File: config.mk
export PLATFORM = sky130hd
export DESIGN_NAME = bit_access_bank
export DESIGN_NICKNAME = d
export VERILOG_FILES = /design/src/logic/bit_access_pkg.sv /design/src/logic/host_arbiter.sv /design/src/logic/bit_access_bank.sv
export VERILOG_INCLUDE_DIRS = /design/src /design/src/logic
export SDC_FILE = /design/constraint.sdc
export NUM_CORES = 1
export LEC_CHECK = 0
export BUFFER_PORTS_ARGS = -buffer_cell sky130_fd_sc_hd__buf_4
export CAP_MARGIN = 20
export CORE_ASPECT_RATIO = 1.25
export CORE_MARGIN = 2
export CORE_UTILIZATION = 56
export CTS_BUF_LIST = sky130_fd_sc_hd__clkbuf_4 sky130_fd_sc_hd__clkbuf_8
export DETAILED_ROUTE_END_ITERATION = 8
export PLACE_DENSITY = 0.75
export REMOVE_ABC_BUFFERS = 1
export SETUP_SLACK_MARGIN = 0.02
export SYNTH_ARGS = -nofsm -noshare
export SYNTH_HDL_FRONTEND = slang
export SYNTH_HIERARCHICAL = 1
export SYNTH_SLANG_ARGS = --single-unit
export TNS_END_PERCENT = 20
File: constraint.sdc
create_clock -name ref_clk -period 2 [get_ports ref_clk]
set_input_delay 0.4 -clock ref_clk [delete_from_list [all_inputs] [get_ports ref_clk]]
set_output_delay 0.4 -clock ref_clk [all_outputs]
set_load 0.02 [all_outputs]
File: src/logic/bit_access_cfg.svh
// Constants for the register bit access type bank
`ifndef BIT_ACCESS_CFG_SVH
`define BIT_ACCESS_CFG_SVH
// ----------------------------------------------------------------
// Geometry
// ----------------------------------------------------------------
`define BA_DATA_W      16
`define BA_ADDR_W      3
`define BA_PORTS       3
`define BA_PORT_W      2
`define BA_ACT_LEN     4
`define BA_ACT_CNT_W   3
// ----------------------------------------------------------------
// Register indices
// ----------------------------------------------------------------
`define BA_IDX_STATUS     3'h0
`define BA_IDX_CLR_READ   3'h1
`define BA_IDX_WR_ONLY    3'h2
`define BA_IDX_ONE_CLR    3'h3
`define BA_IDX_LATCH_LOW  3'h4
`define BA_IDX_LATCH_HIGH 3'h5
`define BA_IDX_SELF_CLR   3'h6
`define BA_IDX_RW      3'h7
// ----------------------------------------------------------------
// Reset values and port codes
// ----------------------------------------------------------------
`define BA_RST_ZERO    16'h0000
`define BA_RST_ONES    16'hffff
`define BA_ACT_CNT_ZERO 3'h0
`define BA_PORT_SPI    2'h0
`define BA_PORT_I2C    2'h1
`define BA_PORT_INBAND 2'h2
`endif

File: src/logic/bit_access_pkg.sv
// Types shared by the bit access type bank
`default_nettype none
package bit_access_pkg;
	// One register request from a host port
	typedef struct packed {
		logic        rd;
		logic        wr;
		logic [2:0]  addr;
		logic [15:0] wdata;
	} host_req_t;
	// Self-clearing action sequencer states
	typedef enum logic [0:0] {ACT_IDLE, ACT_BUSY} act_state_t;
endpackage
`default_nettype wire

File: src/logic/host_arbiter.sv
// Fixed-priority arbiter joining the host access ports
`timescale 1ns/1ps
`default_nettype none
`include "bit_access_cfg.svh"
module host_arbiter (
	// Clock and reset
	input  wire logic                      ref_clk,
	input  wire logic                      rstn,
	// Requests from the host ports
	input  wire bit_access_pkg::host_req_t req [`BA_PORTS],
	// Granted request and its source
	output var  bit_access_pkg::host_req_t grant,
	output var  logic [`BA_PORT_W-1:0]     grant_port
);
	// ----------------------------------------------------------------
	// Selection
	// ----------------------------------------------------------------
	logic [`BA_PORTS-1:0] active;   // Port has a request
	genvar g;
	generate
		for (g = 0; g < `BA_PORTS; g++) begin : g_act
			assign active[g] = req[g].rd | req[g].wr;
		end
	endgenerate
	// Lowest index wins; others must retry
	wire [`BA_PORT_W-1:0] next_port = active[0] ? `BA_PORT_SPI :
	                                  active[1] ? `BA_PORT_I2C : `BA_PORT_INBAND;
	wire bit_access_pkg::host_req_t next_grant = active[0] ? req[0] :
	                                             active[1] ? req[1] : req[2];
	// Register the winner
	always_ff @(posedge ref_clk) begin
		if (!rstn) begin
			grant      <= '0;
			grant_port <= `BA_PORT_SPI;
		end else begin
			grant      <= next_grant;
			grant_port <= next_port;
		end
	end
endmodule // host_arbiter
`default_nettype wire

File: src/logic/bit_access_bank.sv
// Register bank demonstrating each bit access type
`timescale 1ns/1ps
`default_nettype none
`include "bit_access_cfg.svh"
module bit_access_bank (
	// Clock and reset
	input  wire logic                      ref_clk,
	input  wire logic                      rstn,
	// Host register ports: SPI, I2C, in-band
	input  wire bit_access_pkg::host_req_t host_req [`BA_PORTS],
	// MIIM register port to the PHY registers
	input  wire bit_access_pkg::host_req_t miim_req,
	// Read data back to the host ports and the MIIM port
	output logic [`BA_DATA_W-1:0]          host_rdata,
	output logic                           host_rvalid,
	output logic [`BA_PORT_W-1:0]          host_rport,
	output logic [`BA_DATA_W-1:0]          miim_rdata,
	output logic                           miim_rvalid,
	// Hardware status inputs, from pins
	input  wire logic [`BA_DATA_W-1:0]     hw_status,
	input  wire logic [`BA_DATA_W-1:0]     hw_event,
	input  wire logic [`BA_DATA_W-1:0]     hw_cond_low,
	input  wire logic [`BA_DATA_W-1:0]     hw_cond_high,
	// Control driven by software
	output logic [`BA_DATA_W-1:0]          write_only_value,
	output logic [`BA_DATA_W-1:0]          control_value,
	output logic [`BA_DATA_W-1:0]          action_active
);
	// ----------------------------------------------------------------
	// Input synchronisers
	// ----------------------------------------------------------------
	logic [`BA_DATA_W-1:0] sta_m, sta_s;    // Read-only status
	logic [`BA_DATA_W-1:0] evt_m, evt_s;    // Event sources
	logic [`BA_DATA_W-1:0] low_m, low_s;    // Low-latch conditions
	logic [`BA_DATA_W-1:0] hgh_m, hgh_s;    // High-latch conditions
	always_ff @(posedge ref_clk) begin
		if (!rstn) begin
			{sta_m, sta_s, evt_m, evt_s} <= '0;
			{low_m, low_s} <= {`BA_RST_ONES, `BA_RST_ONES};
			{hgh_m, hgh_s} <= '0;
		end else begin
			{sta_m, sta_s} <= {hw_status, sta_m};
			{evt_m, evt_s} <= {hw_event, evt_m};
			{low_m, low_s} <= {hw_cond_low, low_m};
			{hgh_m, hgh_s} <= {hw_cond_high, hgh_m};
		end
	end

	// ----------------------------------------------------------------
	// Host port arbitration
	// ----------------------------------------------------------------
	bit_access_pkg::host_req_t grant;       // Winning host request
	logic [`BA_PORT_W-1:0]     grant_port;  // Port of the winner
	host_arbiter u_arb (
		.ref_clk    (ref_clk),
		.rstn       (rstn),
		.req        (host_req),
		.grant      (grant),
		.grant_port (grant_port)
	);

	// ----------------------------------------------------------------
	// Access decode
	// ----------------------------------------------------------------
	// Strobe for one index from a request
	function automatic logic hit(input bit_access_pkg::host_req_t r, input logic [2:0] idx, input logic is_wr);
		hit = (is_wr ? r.wr : r.rd) && (r.addr == idx);
	endfunction
	// MIIM only reaches the PHY register at the writable index
	wire miim_wr = hit(miim_req, `BA_IDX_RW, 1'b1);
	wire miim_rd = hit(miim_req, `BA_IDX_RW, 1'b0);
	wire rd_clr        = hit(grant, `BA_IDX_CLR_READ, 1'b0);
	wire rd_latch_low  = hit(grant, `BA_IDX_LATCH_LOW, 1'b0);
	wire rd_latch_high = hit(grant, `BA_IDX_LATCH_HIGH, 1'b0);
	wire wr_only       = hit(grant, `BA_IDX_WR_ONLY, 1'b1);
	wire wr_one_clr    = hit(grant, `BA_IDX_ONE_CLR, 1'b1);
	wire wr_self_clr   = hit(grant, `BA_IDX_SELF_CLR, 1'b1);
	wire wr_rw   = hit(grant, `BA_IDX_RW, 1'b1);

	// ----------------------------------------------------------------
	// Storage
	// ----------------------------------------------------------------
	logic [`BA_DATA_W-1:0] clear_on_read_bit;    // Sticky, cleared by read
	logic [`BA_DATA_W-1:0] write_one_clear_bit;  // Sticky, cleared by one
	logic [`BA_DATA_W-1:0] latched_low_status;   // Low latch
	logic [`BA_DATA_W-1:0] latched_high_status;  // High latch
	logic [`BA_DATA_W-1:0] self_clearing_bit;    // Action triggers
	logic [`BA_ACT_CNT_W-1:0]   act_cnt [`BA_DATA_W];   // Action timers
	bit_access_pkg::act_state_t act_state [`BA_DATA_W]; // Action sequencer per bit

	// Next values: event set ORed after clear, so set wins
	wire [`BA_DATA_W-1:0] next_clr_read = (rd_clr ? `BA_RST_ZERO : clear_on_read_bit) | evt_s;
	wire [`BA_DATA_W-1:0] next_one_clr  = (wr_one_clr ? (write_one_clear_bit & ~grant.wdata)
	                                                  : write_one_clear_bit) | evt_s;
	// Latch holds its captured level until read, then follows live
	wire [`BA_DATA_W-1:0] next_latch_low  = (rd_latch_low ? `BA_RST_ONES : latched_low_status) & low_s;
	wire [`BA_DATA_W-1:0] next_latch_high = (rd_latch_high ? `BA_RST_ZERO : latched_high_status) | hgh_s;

	// Sticky and latched bits
	always_ff @(posedge ref_clk) begin
		if (!rstn) begin
			clear_on_read_bit   <= `BA_RST_ZERO;
			write_one_clear_bit <= `BA_RST_ZERO;
			latched_low_status  <= `BA_RST_ONES;
			latched_high_status <= `BA_RST_ZERO;
		end else begin
			clear_on_read_bit   <= next_clr_read;
			write_one_clear_bit <= next_one_clr;
			latched_low_status  <= next_latch_low;
			latched_high_status <= next_latch_high;
		end
	end

	// Write-only and plain read/write control
	always_ff @(posedge ref_clk) begin
		if (!rstn) begin
			write_only_value <= `BA_RST_ZERO;
			control_value    <= `BA_RST_ZERO;
		end else begin
			if (wr_only) begin
				write_only_value <= grant.wdata;
			end
			if (miim_wr) begin
				control_value <= miim_req.wdata;
			end else if (wr_rw) begin
				control_value <= grant.wdata;
			end
		end
	end

	// ----------------------------------------------------------------
	// Self-clearing action per bit
	// ----------------------------------------------------------------
	genvar b;
	generate
		for (b = 0; b < `BA_DATA_W; b++) begin : g_act_bit
			// Start on a written one; zero has no effect
			wire start = wr_self_clr && grant.wdata[b];
			wire done  = (act_cnt[b] == `BA_ACT_CNT_ZERO);
			always_ff @(posedge ref_clk) begin
				if (!rstn) begin
					act_state[b]         <= bit_access_pkg::ACT_IDLE;
					act_cnt[b]           <= `BA_ACT_CNT_ZERO;
					self_clearing_bit[b] <= 1'b0;
				end else begin
					case (act_state[b])
						bit_access_pkg::ACT_IDLE: begin
							if (start) begin
								act_state[b]         <= bit_access_pkg::ACT_BUSY;
								act_cnt[b]           <= `BA_ACT_CNT_W'(`BA_ACT_LEN - 1);
								self_clearing_bit[b] <= 1'b1;
							end
						end
						bit_access_pkg::ACT_BUSY: begin
							// Action over: bit clears itself
							if (done) begin
								act_state[b]         <= bit_access_pkg::ACT_IDLE;
								self_clearing_bit[b] <= 1'b0;
							end else begin
								act_cnt[b] <= act_cnt[b] - `BA_ACT_CNT_W'(1);
							end
						end
						default: begin
							act_state[b] <= bit_access_pkg::ACT_IDLE;
						end
					endcase
				end
			end
		end
	endgenerate

	// ----------------------------------------------------------------
	// Read data mux
	// ----------------------------------------------------------------
	// Read-only takes live status; write-only reads zero here
	logic [`BA_DATA_W-1:0] rd_mux;
	always_comb begin
		case (grant.addr)
			`BA_IDX_STATUS:     rd_mux = sta_s;
			`BA_IDX_CLR_READ:   rd_mux = clear_on_read_bit;
			`BA_IDX_WR_ONLY:    rd_mux = `BA_RST_ZERO;
			`BA_IDX_ONE_CLR:    rd_mux = write_one_clear_bit;
			`BA_IDX_LATCH_LOW:  rd_mux = latched_low_status;
			`BA_IDX_LATCH_HIGH: rd_mux = latched_high_status;
			`BA_IDX_SELF_CLR:   rd_mux = self_clearing_bit;
			default:            rd_mux = control_value;
		endcase
	end

	// Registered read answers
	always_ff @(posedge ref_clk) begin
		if (!rstn) begin
			host_rdata  <= `BA_RST_ZERO;
			host_rvalid <= 1'b0;
			host_rport  <= `BA_PORT_SPI;
			miim_rdata  <= `BA_RST_ZERO;
			miim_rvalid <= 1'b0;
			action_active <= `BA_RST_ZERO;
		end else begin
			host_rvalid <= grant.rd;
			host_rport  <= grant_port;
			if (grant.rd) begin
				host_rdata <= rd_mux;
			end
			miim_rvalid <= miim_rd;
			if (miim_rd) begin
				miim_rdata <= control_value;
			end
			action_active <= self_clearing_bit;
		end
	end
endmodule // bit_access_bank
`default_nettype wire

# Yosys cells after proc, flatten, opt, wreduce, memory -nomap -nowiden
# Memories as Yosys holds them, arrays and structs flattened.
# Index checks and enable logic that the tools add are counted.
# op_classes
addsub,16
eq_ne,40
mux,315
bitwise,89
n_reduce_logical,60
# op_table
operator,count
2-to-1 mux 1 bit,257
case mux 16 bit (7 select lines),1
2-to-1 mux 16 bit,6
2-to-1 mux 3 bit,32
OR 1 bit,66
!= test 2 bit (second input constant),32
logical NOT 3 bit,17
OR 16 bit,3
subtractor 3 x 1 -> 3 bit (second input constant),16
2-to-1 mux 21 bit,2
AND 16 bit,2
case mux 1 bit (2 select lines),16
AND reduction 2 bit,16
logical AND 1 bit,25
NOT 1 bit,17
NOT 16 bit,1
equality test 3 bit (second input constant),5
equality test 3 x 2 -> 1 bit (second input constant),2
equality test 3 x 1 -> 1 bit (second input constant),1
2-to-1 mux 2 bit,1
nonzero test 2 bit,1
OR reduction 2 bit,1
# totals
reg_bits,315
ram_bits,64
input_bits,150
out_inout_bits,84
word_cells,563
n_memories,2
# mem_list
memory,depth,width,read_ports,rd_clocked_by_memory_dff,write_ports,line,rtl
act_cnt,16,3,16,0,16,bit_access_bank.sv:88,logic [`BA_ACT_CNT_W-1:0] act_cnt [`BA_DATA_W];
act_state,16,1,16,0,16,bit_access_bank.sv:89,bit_access_pkg::act_state_t act_state [`BA_DATA_W];

# Logic depth before layout (Yosys ltp)
# Gate-level depths: netlist (run 1).
# depth
word_depth,9
ltp_mapped,8

# By module
# Netlist (run 1), hierarchy kept.
# modules_own_cells
mod,n_inst,cells_per_inst,area_each_um2,seq_area_each_um2
bit_access_bank,1,1319,13810.7,7757.4
host_arbiter,1,101,970.9,460.4

# Worst setup path before layout (run 1)
# No wires, ideal clock.
# synth_timing
path_type,input port to flip-flop
start,input port rstn
end,"memory act_cnt[0][0] (netlist name), enable pin"
t_arrival_ps,1371
slack_ps,346
cell_stages,4
path_buffers,3
cell_sequence,clkbuf_1 -> clkbuf_1 -> clkbuf_1 -> nand3_1
# synth_lines
element,line,rtl
"start, declared",bit_access_bank.sv:8,"input wire logic rstn,"
"end, declared",bit_access_bank.sv:88,

# Final worst setup path (run 1)
# layout_timing
start,"register, netlist name u_arb/grant[17]"
end,register host_rdata[7]
# layout_between
elab_chain_cells,2
word_cells_on_any_way,8
classes_between,eq/ne (6); mux (1); reduce/logical (1)
# layout_rtl
element,line,rtl
equality test 3 bit (tied with other cells),bit_access_bank.sv:178,case (grant.addr)
case mux 16 bit (7 select lines) (*),bit_access_bank.sv:178,
"end signal, assigned",bit_access_bank.sv:193,host_rdata <= `BA_RST_ZERO;
"end signal, assigned",bit_access_bank.sv:203,host_rdata <= rd_mux;
"end, declared",bit_access_bank.sv:14,"output logic [`BA_DATA_W-1:0] host_rdata,"
# Every way passes the cells marked *; elsewhere a longest branch is shown, timed or not.
# A chain may end at the register's enable or synchronous reset.

==> results.tsv, run 1 <==
stage	metric	value	unit
timing	finalCritPeriodShare	90.0	%
global_route	grt_max_degree	103	
drt	vias	11100	
worst_setup_path	worstSetupEndpointType	flop	
drt	drt_iter0_drc	599	
worst_setup_path	crit_fanout	14	
drt	firstDrtPassIters	5	
synth	synth_compound_area_share	13.6	%
floorplanning	die_area	27700	um2
synth	synth-edff-count	63	
synth	ys_async_sr_fraction	0	%
global_route	antenna_found_initial	0	
worst_setup_path	start_kind	flop	
synth	synthMuxAreaShare	5.51	%
worst_setup_path	worst_ep_required_time	2.45	ns
finish	drive_above_1_share	24.3	%
timing	finalMaxSlewViolations	0	
drt	wl	35.9	mm
clocking	numCtsBuffers	54	
power_and_ir_drop	p_leak	7.93	nW
placed_design	placedCellCount	1957	
worst_setup_path	cp.arrival	2.25	ns
placed_design	io_buffer_count	233	
job	cap_violations	0	
timing	final-hold-violation-count	0	
global_route	first_global_vias	11000	
synth	synth_top_family_by_area	simple AND/OR/NAND/NOR gates	
timing	clock_skew	0.0179	ns
min_path	hp-class	in -> reg	
synth	syn_area	14800	um2
clocking	cts_setup_buffers	0	
worst_setup_path	cp_cell_sequence	buf_4 > nor2_2 > buf_4 > a221oi_1 > a31o_2 > a21oi_1	
worst_setup_path	criticalPathCategory	reg -> reg	
clocking	clkTransAtPathRegs	0.06	ns
drt	viasPerCell	5.34	
synth	synthDistinctLibCells	57	
floorplanning	die_y	186	um
synth	syn_avg_cell_area	10.4	um2
timing	timing.slew.headroom	47.1	%
timing	period_minus_slack	1.80	ns
power_and_ir_drop	vdd_drop_max	0.000587	V
floorplanning	initial_utilization	56.8	%
clocking	cts_root_buf	clkbuf_8	
finish	fin_nets	1878	
synth	seq_area_frac_synth	55.6	%
synth	ys_warn_count	6	
timing	rsz0062_at_grt	false	
timing	worst_pin_slew	0.794	ns
drt	drc	0	
drt	drt.antenna.violating_nets	0	
synth	synth_top_flop_cell	dfxtp_1	
floorplanning	row_count	66	
synth	synthCells	1420	
worst_setup_path	slowest_stage	dfxtp_2	
global_route	grt-ovfl-total	0	
synth	yosys.area_share.xor_xnor	0.0593	%
synth	yosysTopAreaCell	dfxtp_1	
synth	synth_top_cell_area_share	42.8	%
power_and_ir_drop	powerDensity	885	nW/um2
worst_setup_path	cpPeakStageDelay	0.53	ns
synth	synth_common_cells	316 x dfxtp_1, 147 x and2_1, 141 x nand2_1	
drt	avgRoutedWirePerCell	17.2	um
timing	finalSetupTns	0	ns
finish	layoutNonFillerInstCount	2080	
floorplanning	coreArea	26000	um2
clocking	worst_skew_pair.late_latency	0.58	ns
floorplanning	io_pins	234	
floorplanning	die_w	149	um
worst_setup_path	critical-path-top-delay-family	compound AO/OA/AOI/OAI gates	
worst_setup_path	path_common_cell	buf_4	
synth	synthAdderAreaFrac	2.71	%
worst_setup_path	crit_buf_inv	2	
finish	syn_to_final_growth	24.4	%
synth	yosysMostFrequentCell	dfxtp_1	
global_route	grt_pass1_wl	56.2	mm
clocking	htreeDepth	2	
synth	ys_ff_latch	379	
clocking	cts_tree	built	
finish	n_antenna_cell	0	
synth	yosys.area_share.simple	18.4	%
run_status	status	completed	
global_route	grt_usage	25.8	%
placed_design	gp_congestion	0.830	
timing	fmax	0.555	GHz
clocking	cts_sinks	379	
placed_design	dpl.hpwl	24.8	mm
synth	synth_area_leaders	dfxtp_1 43%, edfxtp_1 13%, and2_1 6.2%	
timing	setup_viol	0	
clocking	cts.path.max_buffers	3	
## final timing paths
check | start | endpoint | slack [ns] | depth (start not counted)
worst min register to register | low_m[4] | low_s[4] | 0.41 | 1
worst max-delay path | u_arb/grant[17] | host_rdata[7] | 0.20 | 6
worst min-delay path | hw_cond_low[9] | low_m[9] | 0.03 | 2
worst max register to register | u_arb/grant[17] | host_rdata[7] | 0.20 | 6
## what timing repair did
action / in CTS / in global routing
endpoints found under the hold margin: 23 / 0
resized for setup: 0 / 1
hold buffers: 23 / 0
setup endpoints to repair: 0 / 1
## state kept, by name, indices dropped and copies added (netlist names), 16 cells and up
| signal | flops |
|---|---|
| evt_m | 16 |
| hgh_m | 16 |
| act_state | 16 |
| sta_m | 16 |
| act_cnt | 48 |
| action_active | 16 |
| host_rdata | 16 |
| control_value | 16 |
| write_one_clear_bit | 16 |
| self_clearing_bit | 16 |
| low_m | 16 |
| latched_low_status | 16 |
| evt_s | 16 |
| miim_rdata | 16 |
| low_s | 16 |
| u_arb/grant | 21 |
| clear_on_read_bit | 16 |
| write_only_value | 16 |
| latched_high_status | 16 |
| sta_s | 16 |
| hgh_s | 16 |
## per-layer routing
layer	vias to the layer above	wire (um)	track usage [%]	share of wire, %
met1	5260	15300	31.9	43
li1	5433	-	-	-
met5	-	0	0	0
met2	351	17800	45.6	50
met3	65	1870	4.00	5.2
met4	0	936	9.18	2.6
## logic make-up (layout without fill, tap and decap cells)
kind of cell,Yosys count,after routing
and+or+nand+nor,494,494
DFF,379,379
AOI/OAI and AO/OA,306,306
buffers and inverters,135,455
muxes,73,73
adders and majority gates,32,32
xor gates and xnor gates,1,1
## power breakdown
group          leakage, nW  internal, mW  switching [mW]
clock                0.626          3.57            2.80
combinational         4.05         0.790           0.752
sequential            3.26          8.12           0.241
## metrics by stage
step                util, %  setup WS (ns)  power (mW)  instance area [um2]  hold slack (ns)
detailed placement     65.3          0.203        10.0                17000            0.392
CTS                    70.7          0.195        16.4                18400         0.000479
finish                 70.7          0.199        16.3                18400           0.0328
global placement       65.3          0.217        9.96                17000            0.395
global route           70.7         0.0993        16.9                18400          0.00545
floorplan                 -         -0.483        9.25                14400            0.386
## final cells by class
cell class / count / area (um2)
Clock inverter: 14 / 119
Clock buffer: 86 / 1050
Fill cell: 1956 / 7620
Inverter: 52 / 195
Multi-Input combinational cell: 906 / 5970
Tap cell: 340 / 425
Sequential cell: 379 / 8220
Timing Repair Buffer: 303 / 2410
## placed cells by master (no fill, tap or decap), drive strengths merged, types with 3 or more instances in the layout
master       count
nand2          141
ha              32
o211a           16
mux2            18
o221ai           7
nand3           39
clkinv          11
buf            280
nand2b          37
a221oi          14
nand4            3
mux2i           51
mux4             4
edfxtp          63
nor2            24
o221a            5
o21ai          100
nand3b          30
a22oi            5
a31o             9
dlygate4sd3     23
inv             52
a21oi           60
a21boi          63
nor2b           38
dfxtp          316
clkbuf          86
and2           147
and3             7
nor3             6
nor3b           16
o21a            18
(Power assumes the default switching activity.)
==> run 2: changes to the inputs <==
--- a/config.mk
+++ b/config.mk
@@ -8,14 +8,17 @@
 export LEC_CHECK = 0
 export BUFFER_PORTS_ARGS = -buffer_cell sky130_fd_sc_hd__buf_4
 export CAP_MARGIN = 20
+export CELL_PAD_IN_SITES_DETAIL_PLACEMENT = 1
+export CELL_PAD_IN_SITES_GLOBAL_PLACEMENT = 1
 export CORE_ASPECT_RATIO = 1.25
 export CORE_MARGIN = 2
-export CORE_UTILIZATION = 56
+export CORE_UTILIZATION = 46
 export CTS_BUF_LIST = sky130_fd_sc_hd__clkbuf_4 sky130_fd_sc_hd__clkbuf_8
 export DETAILED_ROUTE_END_ITERATION = 8
-export PLACE_DENSITY = 0.75
+export PLACE_DENSITY = 0.78
 export REMOVE_ABC_BUFFERS = 1
 export SETUP_SLACK_MARGIN = 0.02
+export SLEW_MARGIN = 20
 export SYNTH_ARGS = -nofsm -noshare
 export SYNTH_HDL_FRONTEND = slang
 export SYNTH_HIERARCHICAL = 1
==> results.tsv, run 2 (synthesized netlist as in run 1, its figures left out) <==
stage	metric	value	unit	change
run_status	status	completed		
worst_setup_path	crit_cells	6		unchanged
worst_setup_path	crit-reg2reg-launch	u_arb/grant[17]		
finish	largest_register_ffs	48		unchanged
placed_design	dpl.hpwl	29.4	mm	+18%
worst_setup_path	start_kind	flop		
drt	vias	11700		+5.4%
floorplanning	coreArea	31700	um2	+22%
worst_setup_path	crit_buf_inv	2		unchanged
worst_setup_path	cp_cell_sequence	buf_4 > nand2_1 > or3_1 > buf_4 > nand2_1 > a21boi_0		
timing	timing.slew.headroom	47.0	%	-0.053 points
timing	clock_skew	0.0206	ns	+0.00269 ns
worst_setup_path	criticalPathCategory	reg -> reg		
job	cap_violations	0		unchanged
power_and_ir_drop	power.clock.fraction	39.2	%	about the same
worst_setup_path	r2r_cells	6		unchanged
timing	finalMaxSlewViolations	0		unchanged
timing	worst_pin_slew	0.795	ns	+0.000792 ns
worst_setup_path	crit_fanout	31		+17
timing	finalCritPeriodShare	94.2	%	+4.2 points
finish	final_cell_mix	313 x dfxtp_1, 279 x buf_4, 147 x and2_1		
finish	syn_to_final_growth	28.4	%	
power_and_ir_drop	pwr-share-comb	10.2	%	+0.7 points
drt	firstDrtPassIters	5		unchanged
clocking	cts_tree	built		
clocking	cts_sinks	379		unchanged
timing	fmax	0.531	GHz	-4.4%
drt	viasPerCell	5.32		-0.41%
timing	whs	0.0361	ns	+0.00321 ns
finish	n_antenna_cell	0		unchanged
worst_setup_path	cp-endpoint	write_only_value[14]		
floorplanning	initial_utilization	46.6	%	-10 points
power_and_ir_drop	internal_power	12.5	mW	+0.42%
global_route	grt_pass1_wl	67.6	mm	+20%
power_and_ir_drop	swShare	24.2	%	+0.88 points
drt	wl	43.5	mm	+21%
global_route	antenna_found_initial	0		unchanged
worst_setup_path	worst_ep_required_time	2.46	ns	about the same
global_route	grt-ovfl-total	0		unchanged
placed_design	io_buffer_count	233		unchanged
power_and_ir_drop	power_frac_seq	50.6	%	-0.8 points
power_and_ir_drop	vdd_drop_max	0.000605	V	+3.0%
global_route	grt_usage	26.0	%	+0.24 points
finish	layout.cells.most_common	dfxtp_1		
clocking	cts.path.max_buffers	3		unchanged
clocking	cts_root_buf	clkbuf_8		
drt	drt.antenna.violating_nets	0		unchanged
clocking	worst_skew_pair.late_latency	0.61	ns	+0.03 ns
min_path	holdPathStages	2		unchanged
placed_design	gp_congestion	0.785		-5.4%
worst_setup_path	ff2ff_setup_slack	0.12	ns	-0.08 ns
finish	largest_register	act_cnt		
drt	drt_iter0_drc	558		-6.8%
power_and_ir_drop	powerDensity	871	nW/um2	-1.5%
power_and_ir_drop	p_sw	4.00	mW	+5.4%
global_route	first_global_vias	12500		+14%
timing	finalSetupTns	0	ns	unchanged
power_and_ir_drop	p_leak	8.16	nW	+2.9%
timing	final-hold-violation-count	0		unchanged
clocking	numCtsBuffers	57		+5.6%
floorplanning	row_count	73		+11%
worst_setup_path	crit_start	u_arb/grant[17]		
min_path	hp-class	in -> reg		
finish	n_fill_cell	3436		+76%
worst_setup_path	cp.arrival	2.34	ns	+0.09 ns
worst_setup_path	cpPeakStageDelay	0.41	ns	-0.12 ns
drt	drc	0		unchanged
finish	drive_above_1_share	24.0	%	-0.27 points
global_route	grt_max_degree	62		-40%
clocking	clkTransAtPathRegs	0.06	ns	about the same
placed_design	placedCellCount	2036		+4.0%
worst_setup_path	r2r-end	write_only_value[14]		
floorplanning	die_w	164	um	+10%
worst_setup_path	worstSetupEndpointType	flop		
clocking	htreeDepth	2		unchanged
finish	post-route-util	59.9	%	-11 points
finish	ff_latch_area	8220	um2	unchanged
worst_setup_path	critical-path-top-delay-family	simple AND/OR/NAND/NOR gates		
floorplanning	io_pins	234		unchanged
timing	period_minus_slack	1.88	ns	+0.0836 ns
floorplanning	die_area	33600	um2	+21%
worst_setup_path	slowest_stage	or3_1		
finish	fin_nets	1929		+2.7%
timing	setup_viol	0		unchanged
power_and_ir_drop	p_total	16.5	mW	+1.6%
finish	multi_input_comb_area	5970	um2	about the same
finish	largest_registers	act_cnt (48), u_arb/grant (21)		
finish	layoutNonFillerInstCount	2201		+5.8%
timing	rsz0062_at_grt	false		
drt	avgRoutedWirePerCell	19.8	um	+15%
floorplanning	die_y	204	um	+10%
-- run 2: cell count changes in the layout (fill, tap and decap cells not counted), sizes merged --
cell	change
clkbuf	+3
bufinv	-1
dlygate4sd3	+40
clkinv	-1
buf	+8
-- run 2: layer usage --
metal / up-vias / share of wire [%] / global-route usage [%]
met1: 5787 / 41 / 31.1
met3: 85 / 5.3 / 4.55
met2: 312 / 51 / 46.8
met4: 0 / 3.0 / 8.83
li1: 5523 / - / -
met5: - / 0 / 0
-- run 2: repair_timing --
action / CTS / global route
hold buffers: 63 / 0
endpoints found under the hold margin: 62 / 0
setup endpoints to repair: 0 / 6
resized for setup: 0 / 0
setup buffers: 0 / 1
-- run 2: layout make-up --
| cell class | count | area share, % |
|---|---|---|
| multi-input combinational | 906 | 31.5 |
| inverter | 52 | 1.03 |
| clock buffer | 89 | 5.73 |
| clock inverter | 12 | 0.435 |
| sequential | 379 | 43.3 |
| tap | 412 | 2.72 |
| timing repair buffer | 351 | 15.3 |
-- run 2: worst min-delay path by stage --
| stage | slack (ns) | start | endpoint |
|---|---|---|---|
| 2_1_floorplan | 0.39 | low_m[0] | low_s[0] |
| 3_3_place_gp | 0.39 | low_m[6] | low_s[6] |
| 3_5_place_dp | 0.40 | low_m[8] | low_s[8] |
| 4_1_cts | 0.0001 | miim_req[0] | control_value[0] |
| 5_1_grt | 0.006 | miim_req[12] | control_value[12] |
| 6_report | 0.04 | hw_event[6] | evt_m[6] |
-- run 2: power groups by stage --
stage | Combinational, mW | Clock, mW | Sequential [mW]
after global placement | 1.51 | 0 | 8.50
final | 1.69 | 6.48 | 8.36
after floorplan | 0.748 | 0 | 8.50
after global routing | 1.86 | 6.98 | 8.40
after detailed placement | 1.57 | 0 | 8.52
after CTS | 1.68 | 6.62 | 8.36
-- run 2: metrics by stage --
| stage | cell area, um2 | setup WS [ns] |
|---|---|---|
| final | 19000 | 0.116 |
| after global routing | 19000 | 0.0300 |
| after global placement | 17200 | 0.158 |
| after floorplan | 14400 | -0.483 |
| after detailed placement | 17200 | 0.111 |
| after CTS | 19000 | 0.0449 |
